`config.mk`:
```
export PLATFORM = sky130hd
export DESIGN_NAME = adss_sequencer
export DESIGN_NICKNAME = d
export VERILOG_FILES = /design/src/rtl/adss_pkg.sv /design/src/rtl/adss_conv_timer.sv /design/src/rtl/adss_sequencer.sv
export VERILOG_INCLUDE_DIRS = /design/src /design/src/rtl
export SDC_FILE = /design/constraint.sdc
export NUM_CORES = 1
export LEC_CHECK = 0
export BUFFER_PORTS_ARGS = -buffer_cell sky130_fd_sc_hd__clkbuf_2
export CORE_UTILIZATION = 35
export CTS_BUF_LIST = sky130_fd_sc_hd__clkbuf_8
export CTS_CLUSTER_SIZE = 12
export DETAILED_ROUTE_END_ITERATION = 10
export GPL_ROUTABILITY_DRIVEN = 0
export HOLD_SLACK_MARGIN = 0.06
export RECOVER_POWER = 50
export SLEW_MARGIN = 20
export SYNTH_ARGS = -nofsm -noshare
export SYNTH_HDL_FRONTEND = slang
export SYNTH_SLANG_ARGS = --single-unit
```
`constraint.sdc`:
```
create_clock -name clk -period 3.3 [get_ports clk]
set_clock_uncertainty 0.15 [all_clocks]
set_input_delay 0.33 -clock clk [delete_from_list [all_inputs] [get_ports clk]]
set_output_delay 0.33 -clock clk [all_outputs]
set_load 0.01 [all_outputs]
```
`src/rtl/adss_map.svh`:
```
/*
 Register offsets, field positions, reset values and timing counts of the scan sequencer.
 Assumes a 10 MHz peripheral clock and a word-wide register port with an 8-bit address.
*/
`ifndef ADSS_MAP_SVH
`define ADSS_MAP_SVH

// Register word addresses
`define ADSS_ADDR_CTRL       8'h00
`define ADSS_ADDR_STAT       8'h01
`define ADSS_ADDR_TRIG       8'h02
`define ADSS_ADDR_RES0       8'h08

// Control register fields
`define ADSS_CTRL_START      0
`define ADSS_CTRL_MODE_LO    1
`define ADSS_CTRL_MODE_HI    2
`define ADSS_CTRL_STBY       3

// Control/status register fields
`define ADSS_STAT_FLAG       0
`define ADSS_STAT_IE         1
`define ADSS_STAT_CH_LO      2
`define ADSS_STAT_CH_HI      4

// Trigger select register fields
`define ADSS_TRIG_EXT        0
`define ADSS_TRIG_TMR        1

// Mode codes
`define ADSS_MODE_SINGLE     2'h0
`define ADSS_MODE_CONT       2'h1
`define ADSS_MODE_ONECYC     2'h2

// Reset values
`define ADSS_MODE_RST        2'h0
`define ADSS_CHSEL_RST       3'h0
`define ADSS_RES_RST         10'h000

// Timing: a conversion takes 2000 ns on a 25 MHz peripheral clock, so its length is a
// fixed count of peripheral clocks whatever the clock really runs at
`define ADSS_CONV_TIME_NS    2000
`define ADSS_CONV_REF_MHZ    25
`define ADSS_CONV_CYCLES     ((`ADSS_CONV_TIME_NS * `ADSS_CONV_REF_MHZ) / 1000)

`endif

```
`src/rtl/adss_pkg.sv`:
```
/*
 Types shared by the scan sequencer files.
 Assumes the constants of adss_map.svh are included where offsets are needed.
*/
package adss_pkg;
   typedef enum logic {ADSS_IDLE, ADSS_CONV} adss_state_e;
   typedef logic [9:0] adss_code_t;
endpackage

```
`src/rtl/adss_conv_timer.sv`:
```
/*
 Per-channel conversion timer: holds the converter busy for a fixed count of clocks,
 then captures the analog front end's 10-bit code and pulses done.
 Assumes the code input is settled and synchronous to clk by the end of the count.
*/
`timescale 1ns/1ps
`include "adss_map.svh"

module adss_conv_timer #(
   parameter int CYCLES = `ADSS_CONV_CYCLES
) (
   input  wire logic               clk,
   input  wire logic               reset_n,
   input  wire logic               go,
   input  wire logic               abort,
   input  wire adss_pkg::adss_code_t analog_code,
   output logic                    busy,
   output logic                    done,
   output adss_pkg::adss_code_t    code
);
   import adss_pkg::*;

   localparam int CW = $clog2(CYCLES + 1);
   localparam logic [CW-1:0] LAST = CW'(CYCLES - 1);

   logic [CW-1:0] cnt_reg;
   logic          at_end;

   // Abort wins over a new start so a stopped scan leaves nothing running
   assign at_end = busy && (cnt_reg == LAST);

   // Conversion counter
   always_ff @(posedge clk or negedge reset_n) begin
      if (!reset_n) begin
         busy    <= 1'b0;
         cnt_reg <= '0;
         done    <= 1'b0;
         code    <= `ADSS_RES_RST;
      end else begin
         done <= at_end && !abort;
         if (abort || at_end) begin
            busy <= 1'b0;
         end else if (go) begin
            busy    <= 1'b1;
            cnt_reg <= '0;
         end else if (busy) begin
            cnt_reg <= cnt_reg + 1'b1;
         end
         if (at_end && !abort) begin
            code <= analog_code;
         end
      end
   end
endmodule

```
`src/rtl/adss_sequencer.sv`:
```
/*
 Scan sequencer of a 10-bit converter module: register port, start sources, single,
 continuous-scan and one-cycle-scan modes, per-channel result words, end flag,
 interrupt level and transfer request.
 Assumes the analog front end converts the channel on analog_chan_sel while analog_sample
 is high, that timer_trig is a one-cycle pulse on clk, and ext_trig_pin is asynchronous.
*/
`timescale 1ns/1ps
`include "adss_map.svh"

// Behaviour
// Result word holds the 10-bit code in bits 15..6; bits 5..0 read zero.
// One 16-bit read-only result word per analog channel.
// Single mode converts only the selected channel.
// Continuous scan repeats the channel group until software stops it.
// One-cycle scan converts the group once, as a third mode.
// Each channel conversion takes a fixed count of peripheral clocks.
// Writing 1 to the start bit begins conversion in the chosen mode.
// End flag is set when the last channel of the pass completes.
// Continuous scan keeps the start bit set after every pass.
// Start comes from software, the timer trigger, or the external trigger.
// External trigger acts only when enabled in the trigger select register.
// An end-of-conversion interrupt request follows the end flag.
// A transfer request pulses at each pass end for the transfer controllers.
// Standby halts the module under software control.
// Software stops continuous scan by writing 0 to the start bit.
// Software clears the end flag before reading a pass's results.
// Scan passes begin at analog input 0.
// Outside continuous scan the start bit clears itself at pass end.
// Channels go in ascending order; each result updates on its completion.
// End flag holds until software writes 0; a new pass end sets it again.
module adss_sequencer #(
   parameter int NCH = 8
) (
   input  wire logic                 clk,
   input  wire logic                 reset_n,
   input  wire logic [7:0]           bus_addr,
   input  wire logic [15:0]          bus_wdata,
   input  wire logic                 bus_wr,
   input  wire logic                 bus_rd,
   output logic      [15:0]          bus_rdata,
   input  wire logic                 timer_trig,
   input  wire logic                 ext_trig_pin,
   input  wire adss_pkg::adss_code_t analog_code,
   output logic      [2:0]           analog_chan_sel,
   output logic                      analog_sample,
   output logic                      conv_end_irq,
   output logic                      dma_req
);
   import adss_pkg::*;

   adss_state_e state_reg, state_next;
   logic        start_reg, start_next, stby_reg, stby_next;
   logic [1:0]  mode_reg;
   logic        flag_reg, flag_next, ie_reg;
   logic [2:0]  chsel_reg, chan_reg, chan_next;
   logic        ext_en_reg, tmr_en_reg;
   logic        go_reg, go_next;
   logic        ext_s1, ext_s2, ext_s3, ext_stable_reg;
   logic [15:0] rdata_next;
   adss_code_t  result_reg [NCH];
   adss_code_t  conv_code;
   logic        conv_done;

   // Address decode
   wire wr_ctrl  = bus_wr && (bus_addr == `ADSS_ADDR_CTRL);
   wire wr_stat  = bus_wr && (bus_addr == `ADSS_ADDR_STAT);
   wire wr_trig  = bus_wr && (bus_addr == `ADSS_ADDR_TRIG);
   wire [7:0] res_off = bus_addr - `ADSS_ADDR_RES0;
   wire is_res   = (bus_addr >= `ADSS_ADDR_RES0) && (res_off < 8'(NCH));

   // Mode and sequencing terms; the group of a scan is channels 0 up to chsel
   wire is_cont    = (mode_reg == `ADSS_MODE_CONT);
   wire is_scan    = (mode_reg != `ADSS_MODE_SINGLE);
   wire [2:0] first_chan = is_scan ? 3'h0 : chsel_reg;
   // A stop that lands on a finishing conversion drops it, so an aborted pass sets no flag
   wire step_done  = conv_done && (state_reg == ADSS_CONV) && start_reg;
   wire round_end  = step_done && (chan_reg == chsel_reg);
   wire begin_conv = (state_reg == ADSS_IDLE) && start_reg && !stby_reg;
   wire abort      = (state_reg == ADSS_CONV) && !start_reg;

   // External trigger: counts only once the second and third stages agree
   wire ext_edge = (ext_s2 == ext_s3) && ext_s3 && !ext_stable_reg;
   wire hw_trig  = (ext_edge && ext_en_reg) || (timer_trig && tmr_en_reg);

   // Start bit: standby first, then software write, then triggers, then self-clear at pass end
   always_comb begin
      stby_next = wr_ctrl ? bus_wdata[`ADSS_CTRL_STBY] : stby_reg;
      if (stby_next) begin
         start_next = 1'b0;
      end else if (wr_ctrl) begin
         start_next = bus_wdata[`ADSS_CTRL_START];
      end else if (hw_trig) begin
         start_next = 1'b1;
      end else if (round_end && !is_cont) begin
         start_next = 1'b0;
      end else begin
         start_next = start_reg;
      end
   end

   // Pass end sets the flag even in the cycle software clears it
   assign flag_next = round_end ? 1'b1 :
                      (wr_stat && !bus_wdata[`ADSS_STAT_FLAG]) ? 1'b0 : flag_reg;

   // Sequencer state and channel walk
   always_comb begin
      state_next = state_reg;
      chan_next  = chan_reg;
      go_next    = 1'b0;
      case (state_reg)
         ADSS_IDLE: begin
            if (begin_conv) begin
               state_next = ADSS_CONV;
               chan_next  = first_chan;
               go_next    = 1'b1;
            end
         end
         ADSS_CONV: begin
            if (abort) begin
               state_next = ADSS_IDLE;
            end else if (round_end && is_cont) begin
               chan_next = 3'h0;
               go_next   = 1'b1;
            end else if (round_end) begin
               state_next = ADSS_IDLE;
            end else if (step_done) begin
               chan_next = chan_reg + 3'h1;
               go_next   = 1'b1;
            end
         end
         default: state_next = ADSS_IDLE;
      endcase
   end

   // Read mux; result words are left-justified with zero low bits
   assign rdata_next = !bus_rd ? 16'h0000 :
      (bus_addr == `ADSS_ADDR_CTRL) ? {12'h000, stby_reg, mode_reg, start_reg} :
      (bus_addr == `ADSS_ADDR_STAT) ? {11'h000, chsel_reg, ie_reg, flag_reg} :
      (bus_addr == `ADSS_ADDR_TRIG) ? {14'h0000, tmr_en_reg, ext_en_reg} :
      is_res ? {result_reg[res_off[2:0]], 6'h00} : 16'h0000;

   // Control and status registers
   always_ff @(posedge clk or negedge reset_n) begin
      if (!reset_n) begin
         start_reg  <= 1'b0;
         stby_reg   <= 1'b0;
         mode_reg   <= `ADSS_MODE_RST;
         flag_reg   <= 1'b0;
         ie_reg     <= 1'b0;
         chsel_reg  <= `ADSS_CHSEL_RST;
         ext_en_reg <= 1'b0;
         tmr_en_reg <= 1'b0;
      end else begin
         start_reg <= start_next;
         stby_reg  <= stby_next;
         flag_reg  <= flag_next;
         if (wr_ctrl) begin
            mode_reg <= bus_wdata[`ADSS_CTRL_MODE_HI:`ADSS_CTRL_MODE_LO];
         end
         if (wr_stat) begin
            ie_reg    <= bus_wdata[`ADSS_STAT_IE];
            chsel_reg <= bus_wdata[`ADSS_STAT_CH_HI:`ADSS_STAT_CH_LO];
         end
         if (wr_trig) begin
            ext_en_reg <= bus_wdata[`ADSS_TRIG_EXT];
            tmr_en_reg <= bus_wdata[`ADSS_TRIG_TMR];
         end
      end
   end

   // Sequencer, outputs and trigger synchroniser
   always_ff @(posedge clk or negedge reset_n) begin
      if (!reset_n) begin
         state_reg       <= ADSS_IDLE;
         chan_reg        <= 3'h0;
         go_reg          <= 1'b0;
         bus_rdata       <= 16'h0000;
         conv_end_irq    <= 1'b0;
         dma_req         <= 1'b0;
         analog_chan_sel <= 3'h0;
         ext_s1          <= 1'b0;
         ext_s2          <= 1'b0;
         ext_s3          <= 1'b0;
         ext_stable_reg  <= 1'b0;
      end else begin
         state_reg       <= state_next;
         chan_reg        <= chan_next;
         go_reg          <= go_next;
         bus_rdata       <= rdata_next;
         conv_end_irq    <= flag_reg && ie_reg;
         dma_req         <= round_end;
         analog_chan_sel <= chan_next;
         ext_s1          <= ext_trig_pin;
         ext_s2          <= ext_s1;
         ext_s3          <= ext_s2;
         if (ext_s2 == ext_s3) begin
            ext_stable_reg <= ext_s3;
         end
      end
   end

   // One result word per channel; writes to these addresses are ignored
   for (genvar i = 0; i < NCH; i++) begin : g_res
      always_ff @(posedge clk or negedge reset_n) begin
         if (!reset_n) begin
            result_reg[i] <= `ADSS_RES_RST;
         end else if (step_done && (chan_reg == 3'(i))) begin
            result_reg[i] <= conv_code;
         end
      end
   end

   // Conversion timing; the analog sample strobe is the timer's busy flop
   adss_conv_timer #(
      .CYCLES      (`ADSS_CONV_CYCLES)
   ) u_timer (
      .clk         (clk),
      .reset_n     (reset_n),
      .go          (go_reg),
      .abort       (abort),
      .analog_code (analog_code),
      .busy        (analog_sample),
      .done        (conv_done),
      .code        (conv_code)
   );
endmodule

```
**Yosys cells after proc, flatten, opt, wreduce, memory -nomap -nowiden**

Cells that the tools add are included.

- Register bits after elaboration: 136
- Output and inout port bits: 22
- Logic and storage cells: 137

- $add $sub $neg: 3
- Magnitude comparators: 3
- Eq/ne operators: 17
- Multiplexer cells: 36
- Bitwise logic cells: 3
- Reductions and logical operators: 45

Operators by type and width:

| cell | number |
|---|---|
| two-way mux 16 bit | 5 |
| binary-select mux 10 bit (select 3 bit) | 1 |
| logical AND 1 bit | 28 |
| two-way mux 10 bit | 2 |
| two-way mux 3 bit | 6 |
| two-way mux 1 bit | 17 |
| equality test 3 bit, second input constant | 4 |
| two-way mux 6 bit | 2 |
| equality test 8 x 1 -> 1 bit, second input constant | 1 |
| equality test 8 x 2 -> 1 bit, second input constant | 1 |
| >= comparator 8 x 4 -> 1 bit, second input constant | 1 |
| logical NOT 8 bit | 1 |
| < comparator 8 x 4 -> 1 bit, second input constant | 1 |
| nonzero test 2 bit | 4 |
| subtractor 8 x 4 -> 8 bit, second input constant | 1 |
| adder 6 x 1 -> 6 bit, second input constant | 1 |
| equality test 3 x 2 -> 1 bit, second input constant | 2 |
| equality test 6 bit, second input constant | 1 |
| logical NOT 1 bit | 6 |
| one-hot mux 3 bit (2 select lines) | 1 |
| >= comparator 4 bit, second input constant | 1 |
| != test 2 bit, second input constant | 2 |
| inverter 3 -> 4 bit | 1 |
| one-hot mux 1 bit (2 select lines) | 2 |
| 13 further kinds | 15 |

**Longest topological paths before layout**

- Word-level depth: 10
- Mapped depth: 7
- Depth with buffers taken out: 6

**Modules after synthesis**

From an unflattened synthesis, not the netlist that was laid out.

- Cell total of the unflattened synthesis: 413
- Area, all modules: 6122.1 um^2

By module, submodules not included:

| module | instances | cells an instance | area each (um^2) |
|---|---|---|---|
| adss_sequencer | 1 | 345 | 5227.5 |
| adss_conv_timer | 1 | 68 | 894.6 |

**Worst setup path after synthesis**

OpenSTA, ideal clock, no wires.

- Path kind: reg2reg
- From: reg u_timer.cnt_reg[1]
- To: reg u_timer.code[0]
- Data arrival time: 1523 ps
- Setup slack: 1502 ps
- Cell stages (with the launch flop): 8
- Buffers on the path: 1
- Cell sequence: dfrtp_1 > inv_1 > ha_1 > and4bb_2 > nand3_1 > nor2_1 > buf_6 > mux2_2

- Cells in the longest elaborated chain, start to end: 3

Ends and longest elaborated chain:

| element | RTL line | source |
|---|---|---|
| from (decl) | adss_conv_timer.sv:26 | `logic [CW-1:0] cnt_reg;` |
| from (signal assigned) | adss_conv_timer.sv:47 | `cnt_reg <= cnt_reg + 1'b1;` |
| equality test 6 bit | adss_conv_timer.sv:30 | `assign at_end = busy && (cnt_reg == LAST);` |
| logical AND 1 bit | adss_conv_timer.sv:30 |  |
| logical AND 1 bit | adss_conv_timer.sv:49 | `if (at_end && !abort) begin` |
| to (signal assigned) | adss_conv_timer.sv:38 | `` code <= `ADSS_RES_RST; `` |
| to (signal assigned) | adss_conv_timer.sv:50 | `code <= analog_code;` |
| to (decl) | adss_conv_timer.sv:19 | `output adss_pkg::adss_code_t code` |

No other way between the ends.
A chain may end at the register's enable or synchronous reset.

**Final worst setup path**

- From: in bus_addr[7]
- To: reg bus_rdata[15]

- Cells in the longest elaborated chain, start to end: 8
- Elaborated cells between the ends (all ways): 12

Ends and longest elaborated chain:

| element | RTL line | source |
|---|---|---|
| from (decl) | adss_sequencer.sv:37 | `input wire logic [7:0] bus_addr,` |
| subtractor 8 x 4 -> 8 bit (no line) | -- |  |
| < comparator 8 x 4 -> 1 bit | adss_sequencer.sv:70 | `` wire is_res = (bus_addr >= `ADSS_ADDR_RES0) && (res_off < 8'(NCH)); `` |
| logical AND 1 bit | adss_sequencer.sv:70 |  |
| two-way mux 16 bit | adss_sequencer.sv:141 | `is_res ? {result_reg[res_off[2:0]], 6'h00} : 16'h0000;` |
| two-way mux 16 bit | adss_sequencer.sv:140 | `` (bus_addr == `ADSS_ADDR_TRIG) ? {14'h0000, tmr_en_reg, ext_en_reg} : `` |
| two-way mux 16 bit | adss_sequencer.sv:139 | `` (bus_addr == `ADSS_ADDR_STAT) ? {11'h000, chsel_reg, ie_reg, flag_reg} : `` |
| two-way mux 16 bit * | adss_sequencer.sv:138 | `` (bus_addr == `ADSS_ADDR_CTRL) ? {12'h000, stby_reg, mode_reg, start_reg} : `` |
| two-way mux 16 bit * | adss_sequencer.sv:137 | `assign rdata_next = !bus_rd ? 16'h0000 :` |
| net rdata_next[15] | adss_sequencer.sv:60 | `logic [15:0] rdata_next;` |
| to (signal assigned) | adss_sequencer.sv:190 | `bus_rdata <= rdata_next;` |
| to (decl) | adss_sequencer.sv:41 | `output logic [15:0] bus_rdata,` |

Mark *: on every way through the listed nets, which the timed path passes. The rest lies on a longest branch.

==> results.yml <==
clock_network:
  tritoncts: "yes"
  postCtsSetupRepairBufs: 0
  htree_num_levels: 4
  cts_buffer_depth: 2
  cts_buffers: 17
  clock-root-buffer: "clkbuf_8"
  clk_latency_ns: 0.44
  clock_sinks: 135
  clk_pin_slew_worst_paths_ns: 0.07
finish:
  syn2layout_area_growth_pct: 17.4
  diodes: 0
  multi_input_area_um2: 2520
  final_area_um2: 7110
  largest_reg_flops: 80
  fin_nets: 546
  final_layout_size_suffix_gt1_frac: 0.396
  fill_cells: 1538
  final-seq-area_um2: 3380
worst_setup_path:
  path_buf_inv: 2
  reg2reg_depth: 3
  startpoint_type: "input port"
  critPathMaxFanout: 10
  required_ns: 3.50
  path_depth: 5
  path_class: "input port to register"
  crit_path_max_incr_delay_ns: 0.63
  path_cells: "dlygate4sd3_1 -> clkbuf_2 -> nor3b_1 -> nand4_1 -> nor2_1"
  crit_family: "simple AND/OR/NAND/NOR gates"
  end_kind: "register"
  cp_slowest_cell: "nand4_1"
  reg2reg_to: "result_reg[32]"
  cp.arrival_ns: 2.33
  crit_start: "bus_addr[7]"
  timing.rr.start: "state_reg"
  reg2reg_slack_ns: 1.23
placement:
  place_hpwl_mm: 8.00
  portBuffers: 49
  place_area_um2: 6520
timing:
  setup_violations: 0
  hold_viol: 0
  worst_slew_pin_slew_ns: 1.36
  slew_headroom: 0.0918
  fmaxAchievable_mhz: 468
  fin_crit_ns: 2.14
  fin_crit_sh: 0.647
  slew_violations: 0
  rsz0062_at_grt: "false"
  setup_tns_ns: 0
worst_hold_path:
  hp-class: "input port to register"
  hold_end: "bus_rdata[0]"
  holdPathStages: 4
  min_from: "bus_rd"
synth:
  synth_area_per_cell_um2: 14.6
  synth_cell_type_count: 48
  ys_top_cells_by_count: "dfrtp_1 (135), mux2_2 (99), nor2_1 (26), mux4_2 (20), mux2i_1 (16)"
  async_reset_ff_frac: 1.00
  synth.area.top_cells: "dfrtp_1 (56%), mux2_2 (18%), mux4_2 (7.4%)"
  yosysWarnings: 0
  syn_inst: 416
  seq_area_frac_synth: 0.558
  synthFlopType: "dfrtp_1"
  yosys.area.top_type: "dfrtp_1"
  ys_ff_latch: 135
  yosysMostFrequentCell: "dfrtp_1"
  synth.top_cell.area_share: 0.558
  syn_nets: 466
  netlist_area_um2: 6050
  synth_edf_count: 0
pwr:
  p_per_area_nw_per_um2: 447
  p_total_mw: 3.17
  p_leak_nw: 3.44
  vdd_drop_max_uv: 261
floorplan:
  die-area_um2: 17800
  core_um2: 16800
  initial_core_util: 0.361
  num_io_pins: 62
  placementRows: 47
  die_w_um: 134
  die_h_um: 134
drt:
  num_vias: 3616
  antenna_left: 0
  wl_per_cell_um: 17.1
  dr.first_iter.drc_count: 165
  vias_per_cell: 4.97
  drt_first_pass_iters: 4
  drt-total-wl_mm: 12.5
  drc: 0
global_routing:
  grt_max_degree: 54
  grt_overflow: 0
  gr-usage-all-layers: 0.157
  grt_pass1_vias: 3892
  grt_pass1_wl_mm: 20.8
  antenna_found_initial: 0
job:
  cap_violations: 0
run_status:
  status: "completed"
metal layers:
layer | up-vias | GRT usage | wire length [um] | part of all wire
li1 | 1678 | - | - | -
met3 | 16 | 0.0403 | 330 | 0.026
met1 | 1876 | 0.200 | 5610 | 0.45
met2 | 46 | 0.254 | 6340 | 0.51
met4 | 0 | 0.0612 | 185 | 0.015
met5 | - | 0 | 0 | 0
logic make-up after synthesis:
kind of cell | count (synthesis) | share of synthesized area
compound gates | 29 | 0.0298
buf+inv | 26 | 0.0252
other cells | 1 | 0.000619
fa+ha+maj | 10 | 0.0207
xor+xnor | 4 | 0.00579
flops | 135 | 0.558
simple gates | 74 | 0.0713
mux | 137 | 0.289
worst max path at each step:
stage | endpoint | slack, ns
floorplan | u_timer.code[0] | 1.50
CTS | bus_rdata[15] | 1.18
detailed placement | bus_rdata[10] | 1.01
global placement | bus_rdata[10] | 0.99
global route | bus_rdata[15] | 1.08
finish | bus_rdata[15] | 1.16
cell usage in the layout (no fill, tap or decap), drive strengths merged, types with 2 or more instances in the layout:
master	Yosys	layout
bufinv	0	2
nor4b	3	3
clkinv	0	5
dlygate4sd3	0	22
dfrtp	135	135
a21oi	14	14
nor2b	2	2
nand4	3	3
o21ai	6	6
mux2	101	101
inv	10	12
ha	10	10
and2	3	3
nor2	27	27
nand2	16	16
nand3	5	5
xnor2	4	4
buf	15	6
mux4	20	20
mux2i	16	16
nor3b	4	4
and4bb	2	2
clkbuf	1	70
timing repair:
action | 4_1_cts | 5_1_grt
gates resized for setup | 0 | 0
setup endpoints to repair | 0 | 0
hold buffers | 22 | 0
hold endpoints to repair | 74 | 0
where the power goes:
part           total, mW  internal [mW]  switching (mW)  leakage, nW
Combinational      0.145         0.0641          0.0811         1.36
Clock               1.35          0.737           0.615        0.210
Sequential          1.68           1.67          0.0111         1.87
per-stage QoR:
| stage | hold WS [ns] | cells | utilization | worst slack [ns] |
|---|---|---|---|---|
| global placement | 0.188 | 675 | 0.389 | 0.991 |
| global route | 0.127 | 728 | 0.424 | 1.08 |
| finish | 0.124 | 728 | 0.424 | 1.16 |
| floorplan | -0.116 | 416 | - | 1.50 |
| CTS | 0.0953 | 728 | 0.426 | 1.18 |
| detailed placement | 0.193 | 675 | 0.389 | 1.01 |
final cells by class:
class,count,share of cell area
sequential,135,0.475
multi-input combinational,255,0.355
timing repair buffer,77,0.0704
clock buffer,21,0.0407
tap,220,0.0387
clock inverter,10,0.0146
inverter,10,0.00528
tightest hold or removal path, stage by stage:
cell and delay [ns]:
clkbuf_2 0.07, nor3b_1 0.16, nand2_1 0.08, nor2_1 0.05
Note: power is estimated with default switching activity, not from simulation.
